[src/common/port_ctrl_defines.vh]
/*
 Register offsets, bit positions and timing counts for the root hub
 port enable / suspend control block.
 Assumes inclusion by bare name from an rtl file; definitions only.
*/
`ifndef PORT_CTRL_DEFINES_VH
`define PORT_CTRL_DEFINES_VH

`define PORT_STATE_OFS     12'h054
`define IRQ_STATUS_OFS     12'h0f0
`define IRQ_MASK_OFS       12'h0f4
`define PORT_CFG_OFS       12'h0f8

`define BIT_ATTACHED       0
`define BIT_ENABLED        1
`define BIT_SUSPENDED      2
`define BIT_OVERCURRENT    3
`define BIT_RESET_SIG      4
`define BIT_ATTACH_CHG     16
`define BIT_ENABLE_CHG     17
`define BIT_SUSPEND_CHG    18
`define BIT_OVC_CHG        19
`define BIT_RESET_CHG      20

`define IRQ_WIDTH          5
`define IRQ_MASK_RST       5'h00
`define CFG_PER_PORT_OVC   0
`define CFG_RST            1'h1

`define RESET_TIME_US      10
`define RESUME_TIME_US     20
`define CLK_MHZ            250
`define RESET_CYCLES       (`RESET_TIME_US * `CLK_MHZ)
`define RESUME_CYCLES      (`RESUME_TIME_US * `CLK_MHZ)

`endif

[src/rtl/root_hub_port_enable_suspend_ctrl.v]
/*
 Root hub downstream port: attach, enable, suspend, overcurrent and
 reset bits of the port state register, reached over APB, with sticky
 change flags, an interrupt mask and a level interrupt.
 Assumes the port status inputs arrive asynchronously from the port
 logic and that the global resume indication is on core_clk_i.
*/
// Register access over APB is this design's own decision.
`include "port_ctrl_defines.vh"

module root_hub_port_enable_suspend_ctrl #(
  parameter RESET_CYCLES  = `RESET_CYCLES,
  parameter RESUME_CYCLES = `RESUME_CYCLES
) (
  input  wire        core_clk_i,
  input  wire        resetn_i,
  input  wire        psel_i,
  input  wire        penable_i,
  input  wire        pwrite_i,
  input  wire [11:0] paddr_i,
  input  wire [31:0] pwdata_i,
  output reg  [31:0] prdata_o,
  output reg         pready_o,
  output reg         pslverr_o,
  input  wire        attached_i,
  input  wire        overcurrent_i,
  input  wire        port_power_i,
  input  wire        bus_error_i,
  input  wire        remote_resume_i,
  input  wire        global_resume_state_i,
  input  wire        reset_start_i,
  output reg         resume_to_host_o,
  output reg         reset_drive_o,
  output reg         resume_drive_o,
  output reg         irq_o
);

  localparam CW = 20;

  // One-hot port signalling states
  localparam ST_IDLE   = 3'b001;
  localparam ST_RESET  = 3'b010;
  localparam ST_RESUME = 3'b100;

  reg        rst_s1_ff;
  reg        rst_n_ff;
  wire       rst_n = rst_n_ff;

  always @(posedge core_clk_i or negedge resetn_i) begin
    if (!resetn_i) begin
      rst_s1_ff <= 1'b0;
      rst_n_ff  <= 1'b0;
    end else begin
      rst_s1_ff <= 1'b1;
      rst_n_ff  <= rst_s1_ff;
    end
  end

  // Three-stage synchronisers; change accepted when stages 2 and 3 agree
  localparam NSYNC = 5;
  wire [NSYNC-1:0] raw_in = {reset_start_i, remote_resume_i, bus_error_i,
                             port_power_i, overcurrent_i};
  wire [NSYNC-1:0] sync_q;
  genvar gi;
  generate
    for (gi = 0; gi < NSYNC; gi = gi + 1) begin : g_sync
      reg s1_ff;
      reg s2_ff;
      reg s3_ff;
      reg q_ff;
      always @(posedge core_clk_i or negedge rst_n) begin
        if (!rst_n) begin
          s1_ff <= 1'b0;
          s2_ff <= 1'b0;
          s3_ff <= 1'b0;
          q_ff  <= 1'b0;
        end else begin
          s1_ff <= raw_in[gi];
          s2_ff <= s1_ff;
          s3_ff <= s2_ff;
          if (s2_ff == s3_ff)
            q_ff <= s3_ff;
        end
      end
      assign sync_q[gi] = q_ff;
    end
  endgenerate

  // Attach sync separate so it can be read as a plain level
  reg att1_ff;
  reg att2_ff;
  reg att3_ff;
  reg attached_ff;
  always @(posedge core_clk_i or negedge rst_n) begin
    if (!rst_n) begin
      att1_ff     <= 1'b0;
      att2_ff     <= 1'b0;
      att3_ff     <= 1'b0;
      attached_ff <= 1'b0;
    end else begin
      att1_ff <= attached_i;
      att2_ff <= att1_ff;
      att3_ff <= att2_ff;
      if (att2_ff == att3_ff)
        attached_ff <= att3_ff;
    end
  end

  wire ovc_s    = sync_q[0];
  wire power_s  = sync_q[1];
  wire buserr_s = sync_q[2];
  wire rresume_s = sync_q[3];
  wire rstreq_s = sync_q[4];

  function is_write_one;
    input [31:0] data;
    input integer pos;
    begin
      is_write_one = data[pos];
    end
  endfunction

  reg [2:0]    state_ff;
  reg [2:0]    nxt_state;
  reg [CW-1:0] cnt_ff;
  reg [CW-1:0] nxt_cnt;
  reg          enabled_ff;
  reg          nxt_enabled;
  reg          suspended_ff;
  reg          nxt_suspended;
  reg          cfg_ff;
  reg [`IRQ_WIDTH-1:0] status_ff;
  reg [`IRQ_WIDTH-1:0] nxt_status;
  reg [`IRQ_WIDTH-1:0] mask_ff;
  reg          attached_d_ff;
  reg          ovc_d_ff;
  reg          rstreq_d_ff;

  wire access   = psel_i & penable_i & ~pready_o;
  wire wr       = access & pwrite_i;
  wire rd       = access & ~pwrite_i;
  wire wr_port  = wr & (paddr_i == `PORT_STATE_OFS);
  wire rd_stat  = rd & (paddr_i == `IRQ_STATUS_OFS);
  wire mapped   = (paddr_i == `PORT_STATE_OFS) |
                  (paddr_i == `IRQ_STATUS_OFS) |
                  (paddr_i == `IRQ_MASK_OFS) |
                  (paddr_i == `PORT_CFG_OFS);

  wire ovc_bit  = cfg_ff & ovc_s;
  wire detach   = attached_d_ff & ~attached_ff;
  wire hw_dis   = ovc_s | ~attached_ff | ~power_s | buserr_s;
  wire wr_clr_en  = wr_port & is_write_one(pwdata_i, `BIT_ATTACHED);
  wire wr_set_en  = wr_port & is_write_one(pwdata_i, `BIT_ENABLED);
  wire wr_set_sus = wr_port & is_write_one(pwdata_i, `BIT_SUSPENDED);
  wire wr_resume  = wr_port & is_write_one(pwdata_i, `BIT_OVERCURRENT);
  wire cnt_done   = (cnt_ff == {CW{1'b0}});
  wire reset_done  = (state_ff == ST_RESET) & cnt_done;
  wire resume_done = (state_ff == ST_RESUME) & cnt_done;
  wire wr_set_rst  = wr_port & is_write_one(pwdata_i, `BIT_RESET_SIG);

  // Events: 0 attach chg, 1 enable chg, 2 suspend chg, 3 ovc chg, 4 reset chg
  reg [`IRQ_WIDTH-1:0] evt;

  always @* begin
    nxt_state     = state_ff;
    nxt_cnt       = cnt_ff;
    nxt_enabled   = enabled_ff;
    nxt_suspended = suspended_ff;
    evt           = {`IRQ_WIDTH{1'b0}};
    evt[0]        = attached_d_ff ^ attached_ff;
    evt[3]        = cfg_ff & (ovc_d_ff ^ ovc_s);
    case (state_ff)
      ST_IDLE: begin
        if ((wr_set_rst | (rstreq_s & ~rstreq_d_ff)) & attached_ff) begin
          nxt_state = ST_RESET;
          nxt_cnt   = RESET_CYCLES[CW-1:0] - 20'h00001;
        end else if (suspended_ff & (wr_resume | rresume_s)) begin
          nxt_state = ST_RESUME;
          nxt_cnt   = RESUME_CYCLES[CW-1:0] - 20'h00001;
        end
      end
      ST_RESET: begin
        nxt_cnt = cnt_ff - 20'h00001;
        if (cnt_done) begin
          nxt_state     = ST_IDLE;
          evt[4]        = 1'b1;
          nxt_enabled   = 1'b1;
          nxt_suspended = 1'b0;
        end
      end
      ST_RESUME: begin
        nxt_cnt = cnt_ff - 20'h00001;
        if (cnt_done) begin
          nxt_state     = ST_IDLE;
          evt[2]        = 1'b1;
          nxt_enabled   = 1'b1;
          nxt_suspended = 1'b0;
        end
      end
      default: begin
        nxt_state = ST_IDLE;
      end
    endcase
    if (wr_set_rst & ~attached_ff)
      evt[0] = 1'b1;
    if (wr_set_sus & ~reset_done & ~resume_done) begin
      if (attached_ff)
        nxt_suspended = 1'b1;
      else
        evt[0] = 1'b1;
    end
    if (wr_set_en) begin
      if (attached_ff)
        nxt_enabled = 1'b1;
      else
        evt[0] = 1'b1;
    end
    if (wr_clr_en)
      nxt_enabled = 1'b0;
    if (global_resume_state_i) begin
      nxt_suspended = 1'b0;
      if (state_ff == ST_RESUME)
        nxt_state = ST_IDLE;
    end
    // Hardware disable overrides any enable set in the same cycle
    if (hw_dis & enabled_ff) begin
      nxt_enabled = 1'b0;
      evt[1]      = 1'b1;
    end else if (hw_dis) begin
      nxt_enabled = 1'b0;
    end
    if (detach | ~attached_ff)
      nxt_suspended = 1'b0;
    // Sticky: a new event wins over the read that clears it
    nxt_status = (rd_stat ? {`IRQ_WIDTH{1'b0}} : status_ff) | evt;
  end

  always @(posedge core_clk_i or negedge rst_n) begin
    if (!rst_n) begin
      state_ff      <= ST_IDLE;
      cnt_ff        <= {CW{1'b0}};
      enabled_ff    <= 1'b0;
      suspended_ff  <= 1'b0;
      status_ff     <= {`IRQ_WIDTH{1'b0}};
      attached_d_ff <= 1'b0;
      ovc_d_ff      <= 1'b0;
      rstreq_d_ff   <= 1'b0;
    end else begin
      state_ff      <= nxt_state;
      cnt_ff        <= nxt_cnt;
      enabled_ff    <= nxt_enabled;
      suspended_ff  <= nxt_suspended;
      status_ff     <= nxt_status;
      attached_d_ff <= attached_ff;
      ovc_d_ff      <= ovc_s;
      rstreq_d_ff   <= rstreq_s;
    end
  end

  // Configuration and mask registers
  always @(posedge core_clk_i or negedge rst_n) begin
    if (!rst_n) begin
      cfg_ff  <= `CFG_RST;
      mask_ff <= `IRQ_MASK_RST;
    end else begin
      if (wr & (paddr_i == `PORT_CFG_OFS))
        cfg_ff <= pwdata_i[`CFG_PER_PORT_OVC];
      if (wr & (paddr_i == `IRQ_MASK_OFS))
        mask_ff <= pwdata_i[`IRQ_WIDTH-1:0];
    end
  end

  reg [31:0] rd_mux;
  always @* begin
    rd_mux = 32'h00000000;
    case (paddr_i)
      `PORT_STATE_OFS: begin
        rd_mux[`BIT_ATTACHED]    = attached_ff;
        rd_mux[`BIT_ENABLED]     = enabled_ff;
        rd_mux[`BIT_SUSPENDED]   = suspended_ff;
        rd_mux[`BIT_OVERCURRENT] = ovc_bit;
        rd_mux[`BIT_RESET_SIG]   = (state_ff == ST_RESET);
        rd_mux[`BIT_ATTACH_CHG]  = status_ff[0];
        rd_mux[`BIT_ENABLE_CHG]  = status_ff[1];
        rd_mux[`BIT_SUSPEND_CHG] = status_ff[2];
        rd_mux[`BIT_OVC_CHG]     = status_ff[3];
        rd_mux[`BIT_RESET_CHG]   = status_ff[4];
      end
      `IRQ_STATUS_OFS: rd_mux[`IRQ_WIDTH-1:0] = status_ff;
      `IRQ_MASK_OFS:   rd_mux[`IRQ_WIDTH-1:0] = mask_ff;
      `PORT_CFG_OFS:   rd_mux[`CFG_PER_PORT_OVC] = cfg_ff;
      default:         rd_mux = 32'h00000000;
    endcase
  end

  // Registered outputs; APB answers one cycle into the access phase
  always @(posedge core_clk_i or negedge rst_n) begin
    if (!rst_n) begin
      prdata_o         <= 32'h00000000;
      pready_o         <= 1'b0;
      pslverr_o        <= 1'b0;
      resume_to_host_o <= 1'b0;
      reset_drive_o    <= 1'b0;
      resume_drive_o   <= 1'b0;
      irq_o            <= 1'b0;
    end else begin
      pready_o         <= access;
      pslverr_o        <= access & ~mapped;
      prdata_o         <= rd ? rd_mux : 32'h00000000;
      resume_to_host_o <= suspended_ff & rresume_s;
      reset_drive_o    <= (nxt_state == ST_RESET);
      resume_drive_o   <= (nxt_state == ST_RESUME);
      irq_o            <= |(nxt_status & mask_ff);
    end
  end

endmodule

[config.mk]
export PLATFORM = sky130hd
export DESIGN_NAME = root_hub_port_enable_suspend_ctrl
export DESIGN_NICKNAME = d
export VERILOG_FILES = /design/src/rtl/root_hub_port_enable_suspend_ctrl.v
export VERILOG_INCLUDE_DIRS = /design/src /design/src/common
export SDC_FILE = /design/constraint.sdc
export NUM_CORES = 1
export LEC_CHECK = 0
export BUFFER_PORTS_ARGS = -buffer_cell sky130_fd_sc_hd__buf_2
export CORE_MARGIN = 3
export CORE_UTILIZATION = 52
export CTS_BUF_LIST = sky130_fd_sc_hd__clkbuf_4 sky130_fd_sc_hd__clkbuf_8 sky130_fd_sc_hd__clkbuf_16
export DETAILED_ROUTE_END_ITERATION = 7
export PLACE_DENSITY_LB_ADDON = 0.1
export SLEW_MARGIN = 10
export SYNTH_ARGS = -nofsm -noshare
export SYNTH_HDL_FRONTEND = slang
export SYNTH_SLANG_ARGS = --single-unit
[constraint.sdc]
create_clock -name core_clk_i -period 3.2 [get_ports core_clk_i]
set_input_delay 0.32 -clock core_clk_i [delete_from_list [all_inputs] [get_ports core_clk_i]]
set_output_delay 0.32 -clock core_clk_i [all_outputs]
set_load 0.005 [all_outputs]
Yosys cells after proc, flatten, opt, wreduce, memory -nomap -nowiden:

Cells that the tools add are included.

* register bits: 92
* input bits: 56
* word-level logic and storage cells: 149

* add/subtract/negate cells: 1
* equal/unequal tests: 16
* multiplexer cells: 36
* bitwise logic cells: 48
* reduce and logical (&&, ||, !) cells: 5

Operators with widths (number)
* 2-to-1 mux 20 bit: 2
* one-hot mux 20 bit (2 select lines): 1
* == test 12 x 8 -> 1 bit, second input constant: 3
* bitwise AND 1 bit: 27
* 2-to-1 mux 1 bit: 22
* 2-to-1 mux 21 bit: 1
* zero test 20 bit: 1
* subtractor 20 x 1 -> 20 bit, second input constant: 1
* 2-to-1 mux 3 bit: 5
* == test 12 x 7 -> 1 bit, second input constant: 1
* one-hot mux 4 bit (3 select lines): 1
* 2-to-1 mux 5 bit: 2
* bitwise OR 1 bit: 9
* inverter 1 bit: 8
* == test 1 bit: 6
* == test 3 x 2 -> 1 bit, second input constant: 2
* == test 3 bit, second input constant: 2
* one-hot mux 3 bit (2 select lines): 1
* bitwise AND 5 bit: 1
* bitwise OR 5 bit: 1
* OR reduction 5 bit: 1
* one-hot mux 1 bit (4 select lines): 1
* == test 3 x 1 -> 1 bit, second input constant: 1
* != test 3 bit, second input constant: 1
* 4 further kinds: 5

Longest topological paths before layout:

Gate-level depths: netlist (run 1).

* word-level depth: 14
* mapped depth: 9
* gate-level depth less buffers: 7

Worst setup path after synthesis (run 1):

OpenSTA, ideal clock, no wires.

* kind: input port to flip-flop
* start: input paddr_i[9]
* end: register cnt_ff[15]
* setup time: 0.125 ns
* arrival time: 1.998 ns
* data required time: 3.075 ns
* path slack: 1.076 ns
* cell stages on the path: 8
* path buffers: 2
* path through: or4_4 > and4bb_1 > buf_6 > a41oi_4 > and3_4 > buf_2 > a21oi_1 > mux2i_1

* longest elaborated chain between the ends: 7

RTL lines
* start: declaration: RTL line root_hub_port_enable_suspend_ctrl.v:20 `input wire [11:0] paddr_i,`
* == test 12 x 7 -> 1 bit (*)
* bitwise AND 1 bit (*): RTL line root_hub_port_enable_suspend_ctrl.v:142 `` wire wr_port = wr & (paddr_i == `PORT_STATE_OFS); ``
* bitwise AND 1 bit (on tied branches): RTL line root_hub_port_enable_suspend_ctrl.v:159, root_hub_port_enable_suspend_ctrl.v:155
* bitwise OR 1 bit (on tied branches): RTL line root_hub_port_enable_suspend_ctrl.v:174, root_hub_port_enable_suspend_ctrl.v:177
* bitwise AND 1 bit (on tied branches): RTL line root_hub_port_enable_suspend_ctrl.v:174, root_hub_port_enable_suspend_ctrl.v:177
* 2-to-1 mux 20 bit / != test 3 bit (equally long branches)
* one-hot mux 20 bit (2 select lines) / AND reduction 2 bit (equally long branches)
* end signal: assignment: RTL line root_hub_port_enable_suspend_ctrl.v:241 `cnt_ff <= {CW{1'b0}};`
* end signal: assignment: RTL line root_hub_port_enable_suspend_ctrl.v:250 `cnt_ff <= nxt_cnt;`
* end: declaration: RTL line root_hub_port_enable_suspend_ctrl.v:125 `reg [CW-1:0] cnt_ff;`

Every way passes the cells marked *; elsewhere a longest branch is shown, timed or not.
A chain may end at the register's enable or synchronous reset.

Worst setup path after layout (run 1):

* start: register cnt_ff[4]
* end: register cnt_ff[13]

* longest elaborated chain between the ends: 2

RTL lines
* subtractor 20 x 1 -> 20 bit: RTL line root_hub_port_enable_suspend_ctrl.v:183, root_hub_port_enable_suspend_ctrl.v:192
* one-hot mux 20 bit (2 select lines): RTL line root_hub_port_enable_suspend_ctrl.v:172 `case (state_ff)`

Every way passes these cells.

==> results.md, run 1 <==
* Worst path arrival time at 2810 ps
* Synth warnings at 0
* Worst Path Buf+Inv at 0
* R2R Setup Slk at 620 ps
* Max Buffers Root-to-Sink at 2
* CP delay by family, top: simple AND/OR/NAND/NOR gates
* CTS HTree Levels at 3
* Total wire length at 6870 um
* Highest metal used: met4
* Die X at 88.9 um
* Slew Viols, Final at 0
* Wl on met1 at 3300 um
* Non-Filler Instances at 446
* CP max stage delay at 670 ps
* Post-layout minimum cycle time at 2580 ps
* Final net count at 422
* Compound-Gate Fraction of Synth Area at 12.9%
* DRC viols at 0
* Crit-path cells: nor4_1, nand4_1, or2_2, nor3_1, o21ai_0, o22a_1
* Port Buffers at 44
* Run status: completed
* Routed len/inst at 15.4 um
* Area fraction of the dominant cell type after synthesis at 55.3%
* Fmax at 388 MHz
* Setup violators final at 0
* Routed wl met3 at 374 um
* Most common flop cell mapped by yosys: dfrtp_1
* Antenna Violating Nets Remaining at 0
* PwrDens at 591 mW/mm2
* Initial antenna violation count at 0
* Vias after detailed routing at 2490
* CP Launch Type: flop
* Die H at 88.9 um
* Router iterations before antenna repair at 4
* Yosys cell types at 50
* Top-count cell post-synth: dfrtp_1
* Area Growth Syn to Fin at 12.3%
* Via/cell ratio at 5.58
* Post-synthesis sequential area ratio at 56.8%
* Filler cells at 538
* Crit path depth at 6
* HP Class: primary input to flop
* Root Driver: clkbuf_8
* Worst r2r src: cnt_ff[4]$_DFFE_PN0P_
* Worst Setup End Kind: flop
* Cell count after synthesis at 314
* # diodes at 0
* Worst vdd ir at 0.389 mV
* Post-CTS Resized at 0
* Synth Area in XOR/XNOR at 0.736%
* Placed Instances at 429
* Setup crit end: cnt_ff[13]$_DFFE_PN0P_
* Pin count of the biggest net entering global routing at 80
* FP Rows at 29
* Path depth of the worst reg2reg path at 6
* EDFF count, synth at 0
* DIE AREA at 0.00790 mm2
* Worst Max-Slew Pin Slew at 981 ps
* Max transition margin at 34.6%
* Multiplexer area fraction after synthesis at 3.99%
* Gp weighted congestion at 0.843
* Main combinational cell family by area after synthesis: simple AND/OR/NAND/NOR gates
* CP Launch Point: cnt_ff[4]$_DFFE_PN0P_
* Asr flop ratio synth at 100%
* Hold Slack at 68.2 ps
* Met2 wire len at 3090 um
* Max cap viols at 0
* Post-CTS Setup Bufs at 0
* Seq cells post-synth at 81
* DP HPWL at 4780 um
* Sink Count at 81
* Initial DRC count at 141
* Clock transition at the registers of the reported paths at 80 ps
* Adder-cell share of the synthesized area at 2.38%
* GRT overflow at 0
* Avg Inst Size Synth at 11.4 um2
* Top cells by area, synth: dfrtp_1 55%, buf_4 4.6%, mux2_2 3.2%
* Slowest CP cell: nor4_1
* Synthesized area at 0.00357 mm2
* Synth Area in Simple Gates at 16.4%
* Critical Path RT at 3440 ps
* Post-synth top cells: 79 x dfrtp_1, 23 x nor2_1, 22 x buf_4
* Core area at 0.00649 mm2
* Area after DPL at 0.00379 mm2
* Util after Layout at 61.8%
* Hold_buf cts at 1
* Unrepaired setup endpoints after global routing: no
* Setup Total Neg Slack at 0 ps
* Hold Fails Final Rpt at 0
* Pleak at 1.86 nW
* First-pass GRT wire length at 11400 um
* Worst-Skew Late Latency at 350 ps
* Worst r2r dst: cnt_ff[13]$_DFFE_PN0P_
* Crit path kind: flop to flop
* Starting Density at 55.0%
* Share of cells above drive strength 1 at 23.6%
* Vias in the first global route at 2299
* CTS tree: built
* Num CTS Buffers at 9
* Synth area leader: dfrtp_1
* Design Area, Final at 0.00401 mm2
* Period utilization at 80.5%
* Maximum fanout along the worst path at 6
* GRT Resource Usage Total at 18.9%
* Worst clock skew at 5.03 ps
* I/O pin total at 94
cell families after synthesis:
family                     count (synthesis)
xor gates and xnor gates                   3
and+or+nand+nor                          102
other                                      2
AOI/OAI and AO/OA                         67
buffers and inverters                     38
DFF                                       81
muxes                                     13
adders and majority gates                  8
cell usage in the layout (no fill, tap or decap), types with 3 or more instances in the layout:
cell       n
inv_1      8
nand3_1    3
and2_1     8
buf_2     44
nor3b_1    3
a22o_1     5
a32oi_1    3
nor3_1     9
mux2_2    10
a31oi_1    4
nand2_1   17
nor4b_1    3
o21ai_0   14
nor2_1    23
buf_4      3
or2_2      5
mux2i_1    3
a22oi_1    4
nand4_1    4
nor4_1     4
maj3_1     6
conb_1    23
clkbuf_8  10
o22a_1     7
a211oi_1   3
a21oi_1   19
or3_1      9
dfrtp_1   78
flip-flops by register name, summed over array words and instances, names as in the netlist, 3 cells and up:
register,count
cnt_ff,20
g_sync.s3_ff,5
g_sync.s1_ff,5
status_ff,5
state_ff,3
mask_ff,5
prdata_o,10
g_sync.s2_ff,5
g_sync.q_ff,4
worst min path at each step:
stage                          startpoint                         to  depth (start not counted)
after CTS                   overcurrent_i  g_sync[0].s1_ff$_DFF_PN0_                          1
final                       overcurrent_i  g_sync[0].s1_ff$_DFF_PN0_                          1
after floorplan                  resetn_i            rst_n$_DFF_PN0_                          0
after detailed placement         resetn_i        rst_s1_ff$_DFF_PN0_                          1
after global routing      remote_resume_i  g_sync[3].s1_ff$_DFF_PN0_                          1
after global placement           resetn_i        rst_s1_ff$_DFF_PN0_                          1
area by class of cell:
class	count	area, um2	share of cell area [%]
Sequential cell	81	2030	50.7
Multi-Input combinational cell	216	1390	34.6
Timing Repair Buffer	48	253	6.30
Clock buffer	10	138	3.43
Tap cell	77	96.3	2.40
Clock inverter	6	75.1	1.87
Inverter	8	30.0	0.749
stage by stage:
stage	power [mW]	setup slack, ps
global placement	1.59	754
CTS	2.39	696
floorplan	1.51	781
finish	2.37	625
detailed placement	1.61	719
global route	2.50	464
layer usage:
metal	track usage, %	up-vias
met4	7.55	0
met5	0	-
met3	3.91	7
met2	27.7	75
met1	27.3	1216
li1	-	1192
report_power, final:
group	internal (mW)	switching [mW]	leakage (nW)	total [mW]
logic	0.145	0.241	0.741	0.386
clock network	0.392	0.385	0.105	0.777
registers	1.11	0.0932	1.01	1.21
(Power assumes the default switching activity.)
==> inputs of run 2 (changes only) <==
==> constraint.sdc (replaced) <==
create_clock -name core_clk_i -period 2.7 [get_ports core_clk_i]
set_input_delay 0.27 -clock core_clk_i [delete_from_list [all_inputs] [get_ports core_clk_i]]
set_output_delay 0.27 -clock core_clk_i [all_outputs]
set_load 0.005 [all_outputs]
==> run 2 against run 1 <==
First-iteration DRC count did not move; via count increased by 0.84%; cell area up 1.9%; utilization rose by 1.2 points; clock-buffer cell count fell by 1; clock power up 14%; fmax rose by 13%; critical path depth unchanged; hold slack better by 38 ps; cell count rose by 2.2%; largest power group unchanged.
==> results.md, run 2 (synthesized netlist as in run 1, its figures left out) <==
* Run status: completed (unchanged)
* Max Buffers Root-to-Sink at 2 (unchanged)
* Post-CTS Resized at 0 (unchanged)
* Fmax at 438 MHz (was 388 MHz)
* Setup Total Neg Slack at 0 ps (unchanged)
* Hold_buf cts at 5 (was 1)
* Pin count of the biggest net entering global routing at 80 (unchanged)
* CP Launch Type: flop (unchanged)
* First-pass GRT wire length at 11600 um (was 11400 um)
* Worst Max-Slew Pin Slew at 963 ps (was 981 ps)
* Die X at 88.9 um (unchanged)
* Vias in the first global route at 2432 (was 2299)
* CTS tree: built (unchanged)
* Vias after detailed routing at 2511 (was 2490)
* Max cap viols at 0 (unchanged)
* Initial DRC count at 141 (unchanged)
* Setup crit end: irq_o$_DFF_PN0_ (was cnt_ff[13]$_DFFE_PN0P_)
* Sink Count at 81 (unchanged)
* Period utilization at 84.6% (was 80.5%)
* Area Growth Syn to Fin at 14.5% (was 12.3%)
* Hold Fails Final Rpt at 0 (unchanged)
* Crit path kind: flop to flop (unchanged)
* Gp weighted congestion at 0.814 (was 0.843)
* Final net count at 432 (was 422)
* Worst r2r src: cnt_ff[11]$_DFFE_PN0P_ (was cnt_ff[4]$_DFFE_PN0P_)
* Setup violators final at 0 (unchanged)
* Post-layout minimum cycle time at 2290 ps (was 2580 ps)
* # diodes at 0 (unchanged)
* Largest register FFs at 20 (unchanged)
* Critical Path RT at 2930 ps (was 3440 ps)
* Worst-Skew Late Latency at 360 ps (was 350 ps)
* Via/cell ratio at 5.51 (was 5.58)
* Share of cells above drive strength 1 at 24.0% (was 23.6%)
* Worst Setup End Kind: flop (unchanged)
* Most frequent cells in the layout: 78 x dfrtp_1, 44 x buf_2, 23 x nor2_1, 23 x conb_1, 19 x a21oi_1 (unchanged)
* Worst clock skew at 13.1 ps (was 5.03 ps)
* Worst vdd ir at 0.504 mV (was 0.389 mV)
* Worst r2r dst: irq_o$_DFF_PN0_ (was cnt_ff[13]$_DFFE_PN0P_)
* Port Buffers at 44 (unchanged)
* Slew Viols, Final at 0 (unchanged)
* Largest regs: cnt_ff (20), prdata_o (10) (unchanged)
* Util after Layout at 63.0% (was 61.8%)
* Area after DPL at 0.00382 mm2 (was 0.00379 mm2)
* Starting Density at 55.0% (unchanged)
* Antenna Violating Nets Remaining at 0 (unchanged)
* PwrDens at 686 mW/mm2 (was 591 mW/mm2)
* Total wire length at 6900 um (was 6870 um)
* CTS HTree Levels at 3 (unchanged)
* DP HPWL at 4830 um (was 4780 um)
* CP Launch Point: cnt_ff[11]$_DFFE_PN0P_ (was cnt_ff[4]$_DFFE_PN0P_)
* Pleak at 1.90 nW (was 1.86 nW)
* Unrepaired setup endpoints after global routing: no (unchanged)
* I/O pin total at 94 (unchanged)
* DIE AREA at 0.00790 mm2 (unchanged)
* Routed len/inst at 15.1 um (was 15.4 um)
* GRT overflow at 0 (unchanged)
* Tot Pwr at 2.80 mW (was 2.37 mW)
* Num CTS Buffers at 9 (unchanged)
* Maximum fanout along the worst path at 5 (was 6)
* Design Area, Final at 0.00409 mm2 (was 0.00401 mm2)
* Leading cell type in the layout, fill and taps excluded: dfrtp_1 (unchanged)
* R2R Setup Slk at 410 ps (was 620 ps)
* Clock transition at the registers of the reported paths at 90 ps (was 80 ps)
* Die H at 88.9 um (unchanged)
* GRT Resource Usage Total at 19.2% (was 18.9%)
* DRC viols at 0 (unchanged)
* HP Class: primary input to flop (unchanged)
* Reg with most FFs: cnt_ff (unchanged)
* FP Rows at 29 (unchanged)
* Root Driver: clkbuf_8 (unchanged)
* Post-CTS Setup Bufs at 0 (unchanged)
* Path depth of the worst reg2reg path at 6 (unchanged)
* Core area at 0.00649 mm2 (unchanged)
* Router iterations before antenna repair at 4 (unchanged)
* Initial antenna violation count at 0 (unchanged)
* Worst path arrival time at 2510 ps (was 2810 ps)
* Max transition margin at 35.8% (was 34.6%)
run 2: cell count changes in the layout (fill, tap and decap cells not counted), sizes merged:
cell / delta
dlygate4sd3: +6
buf: +4
inv: +4
bufinv: -1
clkbuf: -1
clkinv: -1
clkinvlp: -1
run 2: critical path, stage by stage, from the launching register on:
cell       delay (ps)
dfrtp_1           420
or4_1             560
nor4_1            400
and4_1            330
a2111oi_0         120
o21ai_0           200
nand4_1           120
run 2: worst min-delay path by stage:
stage | start | end | slack (ps) | depth (start not counted)
floorplan | resetn_i | rst_n$_DFF_PN0_ | -30 | 0
global placement | resetn_i | rst_s1_ff$_DFF_PN0_ | 60 | 1
detailed placement | resetn_i | rst_s1_ff$_DFF_PN0_ | 60 | 1
CTS | remote_resume_i | g_sync[3].s1_ff$_DFF_PN0_ | 1 | 1
global route | pwdata_i[0] | enabled_ff$_DFF_PN0_ | 120 | 2
finish | pwdata_i[0] | enabled_ff$_DFF_PN0_ | 110 | 2
run 2: final cells by class:
cell class | count | area (um2)
Clock buffer | 9 | 124
Clock inverter | 7 | 76.3
Fill cell | 545 | 2410
Inverter | 8 | 30.0
Multi-Input combinational cell | 216 | 1390
Sequential cell | 81 | 2030
Tap cell | 77 | 96.3
Timing Repair Buffer | 58 | 343
run 2: power by group:
part / switching (mW) / internal (mW) / total (mW)
registers: 0.112 / 1.32 / 1.43
logic: 0.288 / 0.199 / 0.486
clock network: 0.514 / 0.371 / 0.885
run 2: per-layer routing:
metal | vias to the layer above | share of wire, % | track usage [%]
met1 | 1211 | 49 | 28.4
li1 | 1216 | - | -
met3 | 11 | 6.0 | 4.66
met5 | - | 0 | 0
met2 | 73 | 44 | 27.5
met4 | 0 | 1.6 | 6.87
run 2: through the flow:
| step | instances | setup WS [ps] | hold WS [ps] |
|---|---|---|---|
| 2_1_floorplan | 335 | 281 | -25.6 |
| 3_3_place_gp | 433 | 300 | 55.3 |
| 3_5_place_dp | 433 | 304 | 57.3 |
| 4_1_cts | 454 | 435 | 1.06 |
| 5_1_grt | 456 | 140 | 124 |
| 6_report | 456 | 415 | 107 |
==> inputs of run 3 (changes only) <==
--- a/config.mk
+++ b/config.mk
@@ -6,9 +6,10 @@
 export SDC_FILE = /design/constraint.sdc
 export NUM_CORES = 1
 export LEC_CHECK = 0
+export ABC_AREA = 1
 export BUFFER_PORTS_ARGS = -buffer_cell sky130_fd_sc_hd__buf_2
 export CORE_MARGIN = 3
-export CORE_UTILIZATION = 52
+export CORE_UTILIZATION = 48
 export CTS_BUF_LIST = sky130_fd_sc_hd__clkbuf_4 sky130_fd_sc_hd__clkbuf_8 sky130_fd_sc_hd__clkbuf_16
 export DETAILED_ROUTE_END_ITERATION = 7
 export PLACE_DENSITY_LB_ADDON = 0.1
==> constraint.sdc (replaced) <==
create_clock -name core_clk_i -period 1.95 [get_ports core_clk_i]
set_input_delay 0.195 -clock core_clk_i [delete_from_list [all_inputs] [get_ports core_clk_i]]
set_output_delay 0.195 -clock core_clk_i [all_outputs]
set_load 0.005 [all_outputs]
==> run 3 against run 2 <==
Register-to-register slack got worse by 270 ps; via count increased by 26%; largest power group unchanged; critical path type unchanged; highest routed layer unchanged; sequential power increased by 41%; combinational power increased by 140%; clock skew about the same; cell area increased by 12%; setup slack got worse by 270 ps; flip-flop and latch count unchanged.
==> results.md, run 3 <==
* Run status: completed (unchanged)
* Starting Density at 49.8% (was 55.0%)
* Critical Path RT at 2240 ps (was 2930 ps)
* Share of cells above drive strength 1 at 20.1% (was 24.0%)
* CP Launch Point: cnt_ff[12]$_DFFE_PN0P_ (was cnt_ff[11]$_DFFE_PN0P_)
* Worst path arrival time at 2100 ps (was 2510 ps)
* Slew Viols, Final at 0 (unchanged)
* Antenna Violating Nets Remaining at 0 (unchanged)
* Top-count cell post-synth: nand2_1 (was dfrtp_1)
* Sink Count at 81 (unchanged)
* Vias in the first global route at 2867 (was 2432)
* R2R Setup Slk at 150 ps (was 410 ps)
* Filler cells at 729 (was 545)
* Pleak at 2.41 nW (was 1.90 nW)
* Final net count at 590 (was 432)
* Area fraction of the dominant cell type after synthesis at 51.1% (was 55.3%)
* Unrepaired setup endpoints after global routing: no (unchanged)
* PwrDens at 963 mW/mm2 (was 686 mW/mm2)
* FP Rows at 32 (was 29)
* Max transition margin at 59.1% (was 35.8%)
* Routed len/inst at 12.4 um (was 15.1 um)
* Post-layout minimum cycle time at 1800 ps (was 2290 ps)
* Post-synthesis sequential area ratio at 52.4% (was 56.8%)
* Synth area leader: dfrtp_1 (unchanged)
* Worst clock skew at 12.6 ps (was 13.1 ps)
* CP Launch Type: flop (unchanged)
* Cell count after synthesis at 455 (was 314)
* Period utilization at 92.6% (was 84.6%)
* Area Growth Syn to Fin at 17.9% (was 14.5%)
* Worst r2r dst: cnt_ff[17]$_DFFE_PN0P_ (was irq_o$_DFF_PN0_)
* Most common flop cell mapped by yosys: dfrtp_1 (unchanged)
* Largest regs: cnt_ff (20), prdata_o (10) (unchanged)
* Router iterations before antenna repair at 5 (was 4)
* Gp weighted congestion at 0.909 (was 0.814)
* Most frequent cells in the layout: 121 x nand2_1, 78 x dfrtp_1, 50 x inv_1, 44 x buf_2, 41 x nand3_1 (was 78 x dfrtp_1, 44 x buf_2, 23 x nor2_1, 23 x conb_1, 19 x a21oi_1)
* Clock transition at the registers of the reported paths at 100 ps (was 90 ps)
* Worst-Skew Late Latency at 350 ps (was 360 ps)
* Maximum fanout along the worst path at 4 (was 5)
* Post-CTS Setup Bufs at 0 (unchanged)
* Worst Max-Slew Pin Slew at 607 ps (was 963 ps)
* Synthesized area at 0.00387 mm2 (was 0.00357 mm2)
* # diodes at 0 (unchanged)
* GRT Resource Usage Total at 19.1% (was 19.2%)
* Initial antenna violation count at 0 (unchanged)
* Num CTS Buffers at 9 (unchanged)
* HP Class: primary input to flop (unchanged)
* DIE AREA at 0.00918 mm2 (was 0.00790 mm2)
* Path depth of the worst reg2reg path at 7 (was 6)
* Asr flop ratio synth at 100% (unchanged)
* DP HPWL at 5970 um (was 4830 um)
* First-pass GRT wire length at 13600 um (was 11600 um)
* Setup crit end: cnt_ff[17]$_DFFE_PN0P_ (was irq_o$_DFF_PN0_)
* Reg with most FFs: cnt_ff (unchanged)
* Avg Inst Size Synth at 8.51 um2 (was 11.4 um2)
* DRC viols at 0 (unchanged)
* Worst r2r src: cnt_ff[12]$_DFFE_PN0P_ (was cnt_ff[11]$_DFFE_PN0P_)
* Synth warnings at 0 (unchanged)
* GRT overflow at 0 (unchanged)
* Port Buffers at 44 (unchanged)
* Crit path kind: flop to flop (unchanged)
* Setup Total Neg Slack at 0 ps (unchanged)
* Max Buffers Root-to-Sink at 2 (unchanged)
* Root Driver: clkbuf_8 (unchanged)
* Via/cell ratio at 4.95 (was 5.51)
* Worst Setup End Kind: flop (unchanged)
* Total wire length at 7930 um (was 6900 um)
* I/O pin total at 94 (unchanged)
* Core area at 0.00777 mm2 (was 0.00649 mm2)
* Yosys cell types at 39 (was 50)
* Die H at 95.8 um (was 88.9 um)
* Seq cells post-synth at 81 (unchanged)
* Initial DRC count at 183 (was 141)
* Vias after detailed routing at 3165 (was 2511)
* Placed Instances at 616 (was 433)
* Post-synth top cells: 121 x nand2_1, 79 x dfrtp_1, 51 x inv_1 (was 79 x dfrtp_1, 23 x nor2_1, 22 x buf_4)
* Top cells by area, synth: dfrtp_1 51%, nand2_1 12%, nand3_1 5.3% (was dfrtp_1 55%, buf_4 4.6%, mux2_2 3.2%)
* Die X at 95.8 um (was 88.9 um)
* CTS HTree Levels at 3 (unchanged)
* Worst vdd ir at 0.495 mV (was 0.504 mV)
* CTS tree: built (unchanged)
* Hold Fails Final Rpt at 0 (unchanged)
* Setup violators final at 0 (unchanged)
* Max cap viols at 0 (unchanged)
* Pin count of the biggest net entering global routing at 41 (was 80)
* Leading cell type in the layout, fill and taps excluded: nand2_1 (was dfrtp_1)
* Non-Filler Instances at 639 (was 456)
* EDFF count, synth at 0 (unchanged)
* Largest register FFs at 20 (unchanged)
* Fmax at 554 MHz (was 438 MHz)
[run 3: area by class of cell]
type                            count  area, um2  share of cell area (%)
Sequential cell                    81       2030                    44.5
Clock inverter                      7       78.8                    1.73
Timing Repair Buffer               73        468                    10.3
Clock buffer                        9        124                    2.71
Multi-Input combinational cell    315       1540                    33.7
Tap cell                          102        128                    2.80
Inverter                           52        195                    4.28
[run 3: where the power goes]
part	leakage, nW	switching [mW]	total, mW	internal [mW]
clock	0.104	0.707	1.22	0.515
combinational	1.29	0.747	1.16	0.418
sequential	1.01	0.161	2.01	1.85
[run 3: routing by layer]
metal,global-route usage (%),part of all wire [%]
met3,3.60,4.5
met1,28.2,50
met2,27.7,44
met5,0,0
met4,7.23,1.7
[run 3: cells by family (layout without fill, tap and decap cells)]
logic type               after synthesis  in the layout  synth area share [%]
multiplexers                           3              3                 0.840
flip-flops                            81             81                  52.4
AND/OR/NAND/NOR                      242            242                  27.7
buffers and inverters                 80            141                  10.3
XOR/XNOR                               4              4                 0.905
adder cells (fa/ha/maj)                8              8                  2.20
AO/OA/AOI/OAI                         35             35                  5.43
other                                  2             23                 0.194
[run 3: what timing repair did]
item                       CTS  global route
hold buffers                 7             0
hold endpoints to repair     8             0
gates resized for setup      0             5
setup endpoints to repair    0            16
[run 3: per-stage QoR]
step           hold slack, ps  power (mW)  setup slack (ps)  utilization [%]  cell area [um2]
2_1_floorplan            -101        2.84               263                -             3950
3_3_place_gp            -20.3        3.15               218             55.1             4280
3_5_place_dp            -18.6        3.17               153             55.1             4280
4_1_cts                  35.4        4.41               120             58.6             4550
5_1_grt                  42.5        4.69              7.08             58.8             4560
6_report                 42.4        4.40               145             58.8             4560
[run 3: worst max-delay path, stage by stage, from the launching register on]
cell and delay [ps]:
dfrtp_1 430, nor2_1 260, nand2_1 160, nor4_1 490, nand2_1 120, o21bai_1 140, nand3_1 80, nand2_1 70
[run 3: worst min-delay path by stage]
stage | from | to | slack [ps] | depth (start not counted)
after floorplan | resetn_i | rst_n$_DFF_PN0_ | -100 | 0
after global placement | resetn_i | rst_s1_ff$_DFF_PN0_ | -20 | 1
after detailed placement | resetn_i | rst_s1_ff$_DFF_PN0_ | -20 | 1
after CTS | pwrite_i | prdata_o[16]$_DFF_PN0_ | 40 | 2
after global routing | pwrite_i | prdata_o[16]$_DFF_PN0_ | 40 | 2
final | pwrite_i | prdata_o[16]$_DFF_PN0_ | 40 | 2
